===== config.mk =====
export PLATFORM = sky130hd
export DESIGN_NAME = scl_loader
export DESIGN_NICKNAME = d
export VERILOG_FILES = /design/src/hdl/scl_pkg.sv /design/src/hdl/scl_sync.sv /design/src/hdl/scl_loader.sv
export SDC_FILE = /design/constraint.sdc
export NUM_CORES = 1
export LEC_CHECK = 0
export BUFFER_PORTS_ARGS = -buffer_cell sky130_fd_sc_hd__buf_2
export CAP_MARGIN = 30
export CORE_MARGIN = 2
export CORE_UTILIZATION = 25
export CTS_BUF_LIST = sky130_fd_sc_hd__clkbuf_16
export DETAILED_ROUTE_END_ITERATION = 10
export GPL_ROUTABILITY_DRIVEN = 0
export GPL_TIMING_DRIVEN = 1
export HOLD_SLACK_MARGIN = 0.02
export PLACE_DENSITY_LB_ADDON = 0.12
export SYNTH_ARGS = -nofsm -noshare
export SYNTH_HDL_FRONTEND = slang
export SYNTH_SLANG_ARGS = --single-unit

===== constraint.sdc =====
create_clock -name sys_clk -period 6.85 [get_ports sys_clk]
set_clock_uncertainty 0.2 [all_clocks]
set_input_delay 1.0275 -clock sys_clk [delete_from_list [all_inputs] [get_ports sys_clk]]
set_output_delay 1.0275 -clock sys_clk [all_outputs]
set_load 0.005 [all_outputs]

===== src/hdl/scl_pkg.sv =====
// scl_pkg: constants, pin map and state types of the SPI configuration loader.
// assumes a 50 MHz system clock; all times are turned into cycle counts here.
package scl_pkg;

    // ==================================================================
    // clock and timing
    localparam int SYS_CLK_HZ     = 50_000_000;
    localparam int SLOW_SCK_HZ    = 4_000_000;
    localparam int FAST_SCK_HZ    = 16_000_000;
    // half periods round up so the link never runs above its target rate
    localparam int HALF_SLOW_INT  = (SYS_CLK_HZ + 2 * SLOW_SCK_HZ - 1) / (2 * SLOW_SCK_HZ);
    localparam int HALF_FAST_INT  = (SYS_CLK_HZ + 2 * FAST_SCK_HZ - 1) / (2 * FAST_SCK_HZ);
    localparam logic [2:0] HALF_SLOW = 3'(HALF_SLOW_INT);
    localparam logic [2:0] HALF_FAST = 3'(HALF_FAST_INT);
    localparam int START_WAIT_US  = 115;
    localparam int START_WAIT_CYC = (START_WAIT_US * (SYS_CLK_HZ / 1_000_000));
    localparam int USER_DELAY_NS  = 320;
    localparam int USER_DELAY_INT = (USER_DELAY_NS * (SYS_CLK_HZ / 1_000_000)) / 1000;
    localparam logic [4:0] USER_DELAY_CYC = 5'(USER_DELAY_INT);

    // ==================================================================
    // prom commands and image layout
    localparam logic [7:0]  CMD_READ      = 8'h03;
    localparam logic [7:0]  CMD_PWR_DOWN  = 8'hB9;
    localparam logic [7:0]  IMAGE_ADDR_B  = 8'h00;
    localparam logic [1:0]  CMD_LAST_IDX  = 2'h3;
    localparam int          FAST_FLAG_BIT = 0;
    localparam logic [15:0] EMPTY_LEN     = 16'hFFFF;
    localparam logic [15:0] ZERO_LEN      = 16'h0000;
    localparam logic [15:0] ONE_LEN       = 16'h0001;
    localparam logic [2:0]  MAX_RETRY     = 3'h5;
    localparam logic [2:0]  LAST_BIT      = 3'h7;

    // ==================================================================
    // pin map of the dual-purpose spi pins
    localparam int PIN_CS   = 0;
    localparam int PIN_SCLK = 1;
    localparam int PIN_MOSI = 2;
    localparam int PIN_MISO = 3;
    localparam int PIN_N    = 4;
    localparam int SYNC_RST = 4;

    // ==================================================================
    // states
    typedef enum logic [7:0] {
        ST_IDLE   = 8'h01,
        ST_WAIT   = 8'h02,
        ST_CMD    = 8'h04,
        ST_STREAM = 8'h08,
        ST_GAP    = 8'h10,
        ST_PDN    = 8'h20,
        ST_DONE   = 8'h40,
        ST_FAIL   = 8'h80
    } scl_state_t;

    typedef enum logic [4:0] {
        PH_HDR  = 5'h01,
        PH_LENH = 5'h02,
        PH_LENL = 5'h04,
        PH_DATA = 5'h08,
        PH_SUM  = 5'h10
    } scl_phase_t;

endpackage : scl_pkg


===== src/hdl/scl_sync.sv =====
// scl_sync: two-flop synchroniser for a group of asynchronous levels.
// assumes each bit is an independent level; no bus coherency is given.
`timescale 1ns/1ps
`default_nettype none

module scl_sync #(
    parameter int WIDTH = 1
) (
    // clock and reset
    input  wire logic             sys_clk,
    input  wire logic             rst,
    // levels
    input  wire logic [WIDTH-1:0] async_i,
    output logic      [WIDTH-1:0] sync_o
);

    // ==================================================================
    // two stages; first stage read only by the second
    logic [WIDTH-1:0] meta_q;

    always_ff @(posedge sys_clk or posedge rst)
    begin
        if (rst)
        begin
            meta_q <= '0;
            sync_o <= '0;
        end
        else
        begin
            meta_q <= async_i;
            sync_o <= meta_q;
        end
    end

endmodule // scl_sync

`default_nettype wire


===== src/hdl/scl_loader.sv =====
// scl_loader: power-on configuration loader, spi master or slave.
// assumes pins arrive asynchronous and are synchronised here; fabric side
// ports (user_*, cfg_*) are on sys_clk.
//
// Function
// - nothing held after power-on; every release of config reset starts a full load
// - chip select sampled at config reset release: high master, low slave
// - after configuration the four spi pins go to user i/o
// - master mode: drive spi pins and issue read command after release
// - master spi clock runs near 3.6 MHz or at 12.5 MHz (half periods of 7 or 2 cycles)
// - master sends prom deep power-down after last byte, before pin release
// - checksum compared with stored one; done raised on match, or at once for an empty request
// - checksum covers logic and embedded ram data
// - on mismatch the load restarts, at most five times
// - swapped mosi/miso still raises done for an empty request
// - master starts slow, header byte decides switch to fast rate
// - master waits 115 us after release before first clock edge
// - user operation begins 320 ns after done rises
`timescale 1ns/1ps
`default_nettype none

module scl_loader
    import scl_pkg::*;
#(
    parameter int START_WAIT = START_WAIT_CYC
) (
    // clock and reset
    input  wire logic              sys_clk,
    input  wire logic              rst,
    // configuration reset pin
    input  wire logic              config_reset_n,
    // spi pins: cs, sclk, mosi, miso
    input  wire logic [PIN_N-1:0]  pin_i,
    output logic      [PIN_N-1:0]  pin_o,
    output logic      [PIN_N-1:0]  pin_oe_n,
    // user i/o after handover
    input  wire logic [PIN_N-1:0]  user_pin_o,
    input  wire logic [PIN_N-1:0]  user_pin_oe_n,
    output logic      [PIN_N-1:0]  user_pin_i,
    // configuration stream and status
    output logic      [7:0]        cfg_data,
    output logic                   cfg_valid,
    output logic                   cfg_done,
    output logic                   cfg_fail,
    output logic                   user_mode,
    output logic                   master_mode
);

    // ==================================================================
    // input synchronisers
    logic [PIN_N:0] sync_w;
    logic           rst_n_s;
    logic [PIN_N-1:0] pin_s;

    scl_sync #(.WIDTH(PIN_N + 1)) u_sync (
        .sys_clk (sys_clk),
        .rst     (rst),
        .async_i ({config_reset_n, pin_i}),
        .sync_o  (sync_w)
    );

    assign rst_n_s = sync_w[SYNC_RST];
    assign pin_s   = sync_w[PIN_N-1:0];

    // ==================================================================
    // state
    scl_state_t  st_q;
    scl_state_t  next_q;
    scl_phase_t  ph_q;
    logic [15:0] wait_cnt_q;
    logic [1:0]  cmd_idx_q;
    logic [15:0] len_q;
    logic [7:0]  len_hi_q;
    logic [7:0]  sum_q;
    logic [2:0]  retry_q;
    logic        fast_q;
    logic [4:0]  user_cnt_q;

    // master byte engine
    logic        m_busy_q;
    logic        m_done_q;
    logic        sclk_q;
    logic [2:0]  div_q;
    logic [2:0]  m_bit_q;
    logic [7:0]  m_tx_q;
    logic [7:0]  m_rx_q;

    // slave byte engine
    logic        s_sclk_prev_q;
    logic [2:0]  s_bit_q;
    logic [7:0]  s_rx_q;
    logic        s_done_q;

    // ==================================================================
    // decode
    wire         in_xfer    = (st_q == ST_CMD) || (st_q == ST_STREAM) || (st_q == ST_PDN);
    wire [2:0]   half       = fast_q ? HALF_FAST : HALF_SLOW;
    wire         half_tick  = (div_q == half - 3'h1);
    wire         m_start    = master_mode && in_xfer && !m_busy_q && !m_done_q;
    wire [7:0]   cmd_byte   = (cmd_idx_q == 2'h0) ? CMD_READ : IMAGE_ADDR_B;
    wire [7:0]   tx_byte    = (st_q == ST_PDN) ? CMD_PWR_DOWN :
                              (st_q == ST_CMD) ? cmd_byte : 8'h00;
    wire         byte_done  = master_mode ? m_done_q : s_done_q;
    wire [7:0]   rx_byte    = master_mode ? m_rx_q : s_rx_q;
    wire         s_rise     = pin_s[PIN_SCLK] && !s_sclk_prev_q;
    wire         s_active   = !master_mode && (st_q == ST_STREAM) && !pin_s[PIN_CS];
    wire         got        = byte_done && (st_q == ST_STREAM);
    wire [15:0]  len_full   = {len_hi_q, rx_byte};
    wire         empty_req  = got && (ph_q == PH_LENL) && (len_full == EMPTY_LEN);
    wire         sum_ok     = got && (ph_q == PH_SUM) && (rx_byte == sum_q);
    wire         sum_bad    = got && (ph_q == PH_SUM) && (rx_byte != sum_q);
    wire         finish     = empty_req || sum_ok;
    wire         wait_end   = (wait_cnt_q == 16'(START_WAIT - 1));
    wire         gap_end    = (wait_cnt_q == 16'(HALF_SLOW - 3'h1));

    // ==================================================================
    // pin muxing: loader until handover, then user
    wire             drive_m   = master_mode && (st_q != ST_IDLE) && !user_mode;
    wire             cs_lvl    = !(master_mode && in_xfer);
    wire [PIN_N-1:0] ld_o      = {1'b0, m_tx_q[7], sclk_q, cs_lvl};
    wire [PIN_N-1:0] ld_oe_n   = {1'b1, {3{!drive_m}}};
    wire [PIN_N-1:0] pin_o_d   = user_mode ? user_pin_o : ld_o;
    wire [PIN_N-1:0] pin_oe_d  = user_mode ? user_pin_oe_n : ld_oe_n;

    always_ff @(posedge sys_clk or posedge rst)
    begin
        if (rst)
        begin
            pin_o      <= '0;
            pin_oe_n   <= '1;
            user_pin_i <= '0;
        end
        else
        begin
            pin_o      <= pin_o_d;
            pin_oe_n   <= pin_oe_d;
            user_pin_i <= user_mode ? pin_s : '0;
        end
    end

    // ==================================================================
    // master byte engine, spi mode 0, msb first
    always_ff @(posedge sys_clk or posedge rst)
    begin
        if (rst)
        begin
            m_busy_q <= 1'b0;
            m_done_q <= 1'b0;
            sclk_q   <= 1'b0;
            div_q    <= '0;
            m_bit_q  <= '0;
            m_tx_q   <= '0;
            m_rx_q   <= '0;
        end
        else
        begin
            m_done_q <= 1'b0;
            if (!rst_n_s || !in_xfer)
            begin
                m_busy_q <= 1'b0;
                sclk_q   <= 1'b0;
                div_q    <= '0;
            end
            else if (m_start)
            begin
                m_busy_q <= 1'b1;
                m_tx_q   <= tx_byte;
                m_bit_q  <= '0;
                div_q    <= '0;
            end
            else if (m_busy_q)
            begin
                div_q <= half_tick ? 3'h0 : div_q + 3'h1;
                // miso is taken as sclk falls: pin register plus synchroniser lag
                // (three cycles) outlasts the fast half period
                if (half_tick && !sclk_q)
                begin
                    sclk_q <= 1'b1;
                end
                else if (half_tick)
                begin
                    sclk_q  <= 1'b0;
                    m_rx_q  <= {m_rx_q[6:0], pin_s[PIN_MISO]};
                    m_tx_q  <= {m_tx_q[6:0], 1'b0};
                    m_bit_q <= m_bit_q + 3'h1;
                    if (m_bit_q == LAST_BIT)
                    begin
                        m_busy_q <= 1'b0;
                        m_done_q <= 1'b1;
                    end
                end
            end
        end
    end

    // ==================================================================
    // slave byte engine; sclk is oversampled, so the processor clock
    // must stay well below a quarter of sys_clk
    always_ff @(posedge sys_clk or posedge rst)
    begin
        if (rst)
        begin
            s_sclk_prev_q <= 1'b0;
            s_bit_q       <= '0;
            s_rx_q        <= '0;
            s_done_q      <= 1'b0;
        end
        else
        begin
            s_sclk_prev_q <= pin_s[PIN_SCLK];
            s_done_q      <= 1'b0;
            if (!s_active)
                s_bit_q <= '0;
            else if (s_rise)
            begin
                s_rx_q   <= {s_rx_q[6:0], pin_s[PIN_MOSI]};
                s_bit_q  <= s_bit_q + 3'h1;
                s_done_q <= (s_bit_q == LAST_BIT);
            end
        end
    end

    // ==================================================================
    // sequencer and image parser
    always_ff @(posedge sys_clk or posedge rst)
    begin
        if (rst)
        begin
            st_q        <= ST_IDLE;
            next_q      <= ST_IDLE;
            ph_q        <= PH_HDR;
            wait_cnt_q  <= '0;
            cmd_idx_q   <= '0;
            len_q       <= '0;
            len_hi_q    <= '0;
            sum_q       <= '0;
            retry_q     <= '0;
            fast_q      <= 1'b0;
            user_cnt_q  <= '0;
            master_mode <= 1'b0;
            cfg_data    <= '0;
            cfg_valid   <= 1'b0;
            cfg_done    <= 1'b0;
            cfg_fail    <= 1'b0;
            user_mode   <= 1'b0;
        end
        else if (!rst_n_s)
        begin
            st_q      <= ST_IDLE;
            cfg_valid <= 1'b0;
            cfg_done  <= 1'b0;
            cfg_fail  <= 1'b0;
            user_mode <= 1'b0;
        end
        else
        begin
            cfg_valid <= 1'b0;
            unique case (st_q)
                ST_IDLE:
                begin
                    master_mode <= pin_s[PIN_CS];
                    st_q        <= pin_s[PIN_CS] ? ST_WAIT : ST_STREAM;
                    ph_q        <= PH_HDR;
                    sum_q       <= '0;
                    retry_q     <= '0;
                    fast_q      <= 1'b0;
                    wait_cnt_q  <= '0;
                    cmd_idx_q   <= '0;
                    user_cnt_q  <= '0;
                end
                ST_WAIT:
                begin
                    wait_cnt_q <= wait_cnt_q + 16'h0001;
                    if (wait_end)
                        st_q <= ST_CMD;
                end
                ST_CMD:
                begin
                    if (byte_done)
                    begin
                        cmd_idx_q <= cmd_idx_q + 2'h1;
                        if (cmd_idx_q == CMD_LAST_IDX)
                            st_q <= ST_STREAM;
                    end
                end
                ST_STREAM:
                begin
                    if (finish && master_mode)
                    begin
                        st_q       <= ST_GAP;
                        next_q     <= ST_PDN;
                        wait_cnt_q <= '0;
                    end
                    else if (finish)
                    begin
                        st_q     <= ST_DONE;
                        cfg_done <= 1'b1;
                    end
                    else if (sum_bad && retry_q == MAX_RETRY)
                        st_q <= ST_FAIL;
                    else if (sum_bad)
                    begin
                        retry_q    <= retry_q + 3'h1;
                        ph_q       <= PH_HDR;
                        sum_q      <= '0;
                        fast_q     <= 1'b0;
                        cmd_idx_q  <= '0;
                        wait_cnt_q <= '0;
                        next_q     <= ST_CMD;
                        st_q       <= master_mode ? ST_GAP : ST_STREAM;
                    end
                    else if (got)
                    begin
                        unique case (ph_q)
                            PH_HDR:
                            begin
                                fast_q <= master_mode && rx_byte[FAST_FLAG_BIT];
                                ph_q   <= PH_LENH;
                            end
                            PH_LENH:
                            begin
                                len_hi_q <= rx_byte;
                                ph_q     <= PH_LENL;
                            end
                            PH_LENL:
                            begin
                                len_q <= len_full;
                                ph_q  <= (len_full == ZERO_LEN) ? PH_SUM : PH_DATA;
                            end
                            PH_DATA:
                            begin
                                cfg_data  <= rx_byte;
                                cfg_valid <= 1'b1;
                                sum_q     <= sum_q + rx_byte;
                                len_q     <= len_q - ONE_LEN;
                                if (len_q == ONE_LEN)
                                    ph_q <= PH_SUM;
                            end
                            PH_SUM:
                                ph_q <= PH_SUM;
                        endcase
                    end
                end
                ST_GAP:
                begin
                    wait_cnt_q <= wait_cnt_q + 16'h0001;
                    if (gap_end)
                    begin
                        st_q     <= next_q;
                        cfg_done <= (next_q == ST_DONE);
                    end
                end
                ST_PDN:
                begin
                    if (byte_done)
                    begin
                        st_q       <= ST_GAP;
                        next_q     <= ST_DONE;
                        wait_cnt_q <= '0;
                    end
                end
                ST_DONE:
                begin
                    if (user_cnt_q == USER_DELAY_CYC - 5'h01)
                        user_mode <= 1'b1;
                    else
                        user_cnt_q <= user_cnt_q + 5'h01;
                end
                ST_FAIL:
                    cfg_fail <= 1'b1;
            endcase
        end
    end

endmodule // scl_loader

`default_nettype wire


==> results.md <==
- Outcome: complete, no violations
- Synth area leader: dfrtp_1
- Layer with the highest usage: met2
- Max-cap viol count: 0
- Global-route wire length before repair: between 30 and 40 mm
- Wire length per cell: 17.2 um
- DIE AREA: 32,400 sq um
- Tmin final: 4.45 ns
- CTS tree: yes
- FP Rows: 64
- Total GRT Usage: 13.7%
- Synth top area share: 45.9%
- Synthesized area per cell: 9.63 sq um
- Yosys reg bits: 149
- Layout cells sized above 1: between 10% and 20%
- Tcrit/Tclk final: 65.0%
- Layout area overhead: 16.0%
- M2 GR Usage: 21.8%
- Max_slew headroom: about a third
- Hold Path Class: reg2reg
- Syn_nets: 842
- Max frequency: between 200 and 250 MHz
- Worst-path clk slew: approximately 0.070 ns
- Via density: 4.86
- Final setup fails: 0
- Setup tns final: 0 ns
- GR Util met3: 2.61%
- Initial Util: 25.4%
- Synth Flop Type: dfrtp_1
- Unrepaired setup endpoints after global routing: false
- Core ar.: 30,500 sq um
- Clk_lat worst skew: around 0.43 ns
- Pins Over Slew Limit: 0
- Hold buffers post-CTS: 0
- Post-route cell area: 8970 sq um
- CP Max Fanout: 25
- Die H: 180 um
- Worst-Margin Slew: 0.985 ns
- Postcts setup bufs: 0
- Placed Instance Area: 8370 sq um
- Initial antenna violation count: 0
- Synthesized instance count: around 800
- Vias in the first global route: 6,102
- CP Class: reg2reg
- Top post-synthesis cells by area: dfrtp_1 (46%), o21ai_0 (4.8%), nand2_1 (4.5%), mux2_2 (3.8%), ha_1 (3.7%)
- Critical Path Start Type: register
- Post-synth ARST share: between 90% and 100%
- Die width: about 180 um
- Detailed placement HPWL: approximately 15 mm
- Max VDD drop: between 0.15 and 0.2 mV
- CTS Root Cell: clkbuf_16
- CP required: 6.93 ns
- Largest net degree at the start of global routing: 88
- Post-synth EDFFs: 0
- Mapped Area: 7740 sq um
- Via count: 6,060
- Resized Gates After CTS: 0
- Routed WL: 21.5 mm
- Nets@finish: a little under 900
- Drt initial violations: roughly 340
- CTS H-tree depth: 4
- Pre-antenna DRT Iters: 4
- GRT overflow: 0
- Final Hold Vio Count: 0
- Distinct cells, synth: 80
- Antenna diodes: 0
- Ports: 40
- Port buffer count: 39
- DRT antenna net count: 0
- Drt drc: 0
- Pwr dens: 267 nW/um^2
- Leakage power: between 4 and 5 nW
- CTS max path bufs: 2
- Global routing usage on met1: 19.1%
- CTS buffer count: 17
- Yosys warnings: 0
- Critical path arrival: 4.53 ns
- Nature of the critical path endpoint: register
- Reg2Reg Setup Slack: between 2 and 2.5 ns
- CTS sink count: 149
- Seq/Total Area, Yosys: 48.3%
## flip-flops by register name, indices dropped and copies added (netlist names), 8 cells and up
name / cells
len_hi_q: 8
sum_q: 8
s_rx_q: 8
m_rx_q: 8
cfg_data: 8
wait_cnt_q: 16
m_tx_q: 8
st_q: 8
len_q: 16
## kinds of logic after synthesis
logic type / synth area share (%)
and+or+nand+nor: 20.3
AOI/OAI and AO/OA: 16.3
xor gates and xnor gates: 1.36
DFF: 48.3
buffers and inverters: 3.96
muxes: 5.76
adders and majority gates: 3.98
## worst max-delay path, cell delays in order, from the launching register on
cell	delay [ns]
dfrtp_1	0.99
mux2i_1	0.48
inv_1	0.13
ha_1	0.38
nor4_1	0.24
nand2_1	0.18
o2111a_1	0.37
nor2_1	0.38
o2111ai_2	0.54
o21ai_0	0.31
o21ai_0	0.11
## routing by layer
metal,vias to the layer above,part of all wire (%)
li1,2974,-
met1,2981,49
met2,86,47
met3,19,2.8
met4,0,1.2
met5,-,0
## report_power, final
part	switching, mW	total (mW)	leakage [nW]	internal [mW]
combinational	0.270	0.416	1.73	0.146
clock	0.407	0.982	0.293	0.576
sequential	0.0703	0.995	2.02	0.925
## cell usage in the layout, fill, tap and decap left out, drive strengths merged, types with 4 or more instances in the layout
cell	synthesis	routed
and2	14	14
a31oi	7	7
o21ai	77	77
mux2i	14	14
a22o	11	11
nand3	22	22
mux2	26	26
or3	9	9
o2111ai	4	4
o31ai	8	8
nor2	56	56
xor2	7	7
nand4	15	15
buf	12	48
a21oi	41	41
o21a	4	4
clkinv	0	6
inv	41	45
a22oi	5	5
nor4b	4	4
dfstp	7	7
clkbuf	20	17
nor3	29	29
dfrtp	142	142
nor4	17	17
nand2b	5	5
xnor2	5	5
nand2	92	92
nor3b	5	5
or4	5	5
and3	8	8
nand4b	4	4
nor2b	10	10
o22ai	8	8
ha	23	23
## cell usage after synthesis, types with 8 or more instances
cell / n
nand4_1: 15
nand2_1: 92
nor2_1: 56
o22ai_1: 8
and3_1: 8
a22o_1: 11
nand3_1: 21
mux2i_1: 13
nor4_1: 16
o21ai_0: 74
nor2b_1: 10
inv_1: 41
and2_1: 14
dfrtp_1: 142
nor3_1: 28
or3_1: 8
a21oi_1: 41
clkbuf_1: 19
mux2_2: 26
ha_1: 23
## area by class of cell
class	count	area (sq um)
clock inverter	15	179
multi-input combinational	581	3710
clock buffer	17	425
timing repair buffer	48	263
inverter	41	159
fill	3212	21500
sequential	149	3740
tap	396	495
## per-stage QoR
| stage | setup slack [ns] | utilization [%] | std cells | power, mW | hold slack, ns |
|---|---|---|---|---|---|
| after floorplan | 1.63 | - | 803 | 1.30 | 0.131 |
| after global placement | 2.55 | 27.4 | 1215 | 1.44 | 0.132 |
| after detailed placement | 2.38 | 27.4 | 1215 | 1.43 | 0.136 |
| after CTS | 2.37 | 29.4 | 1247 | 2.44 | 0.152 |
| after global routing | 1.88 | 29.4 | 1247 | 2.52 | 0.151 |
| final | 2.40 | 29.4 | 1247 | 2.39 | 0.147 |
## path summary, 6_finish.rpt
kind,start,to,cells after the start
hold reg to reg,u_sync.meta_q[0],u_sync.sync_o[0],0
max in group asynchronous,rst,m_tx_q[1],3
hold / removal,u_sync.meta_q[0],u_sync.sync_o[0],0
setup / recovery,master_mode,len_q[11],10
setup reg to reg,master_mode,len_q[11],10
min in group asynchronous,rst,pin_o[3],2
(Power assumes the default switching activity.)
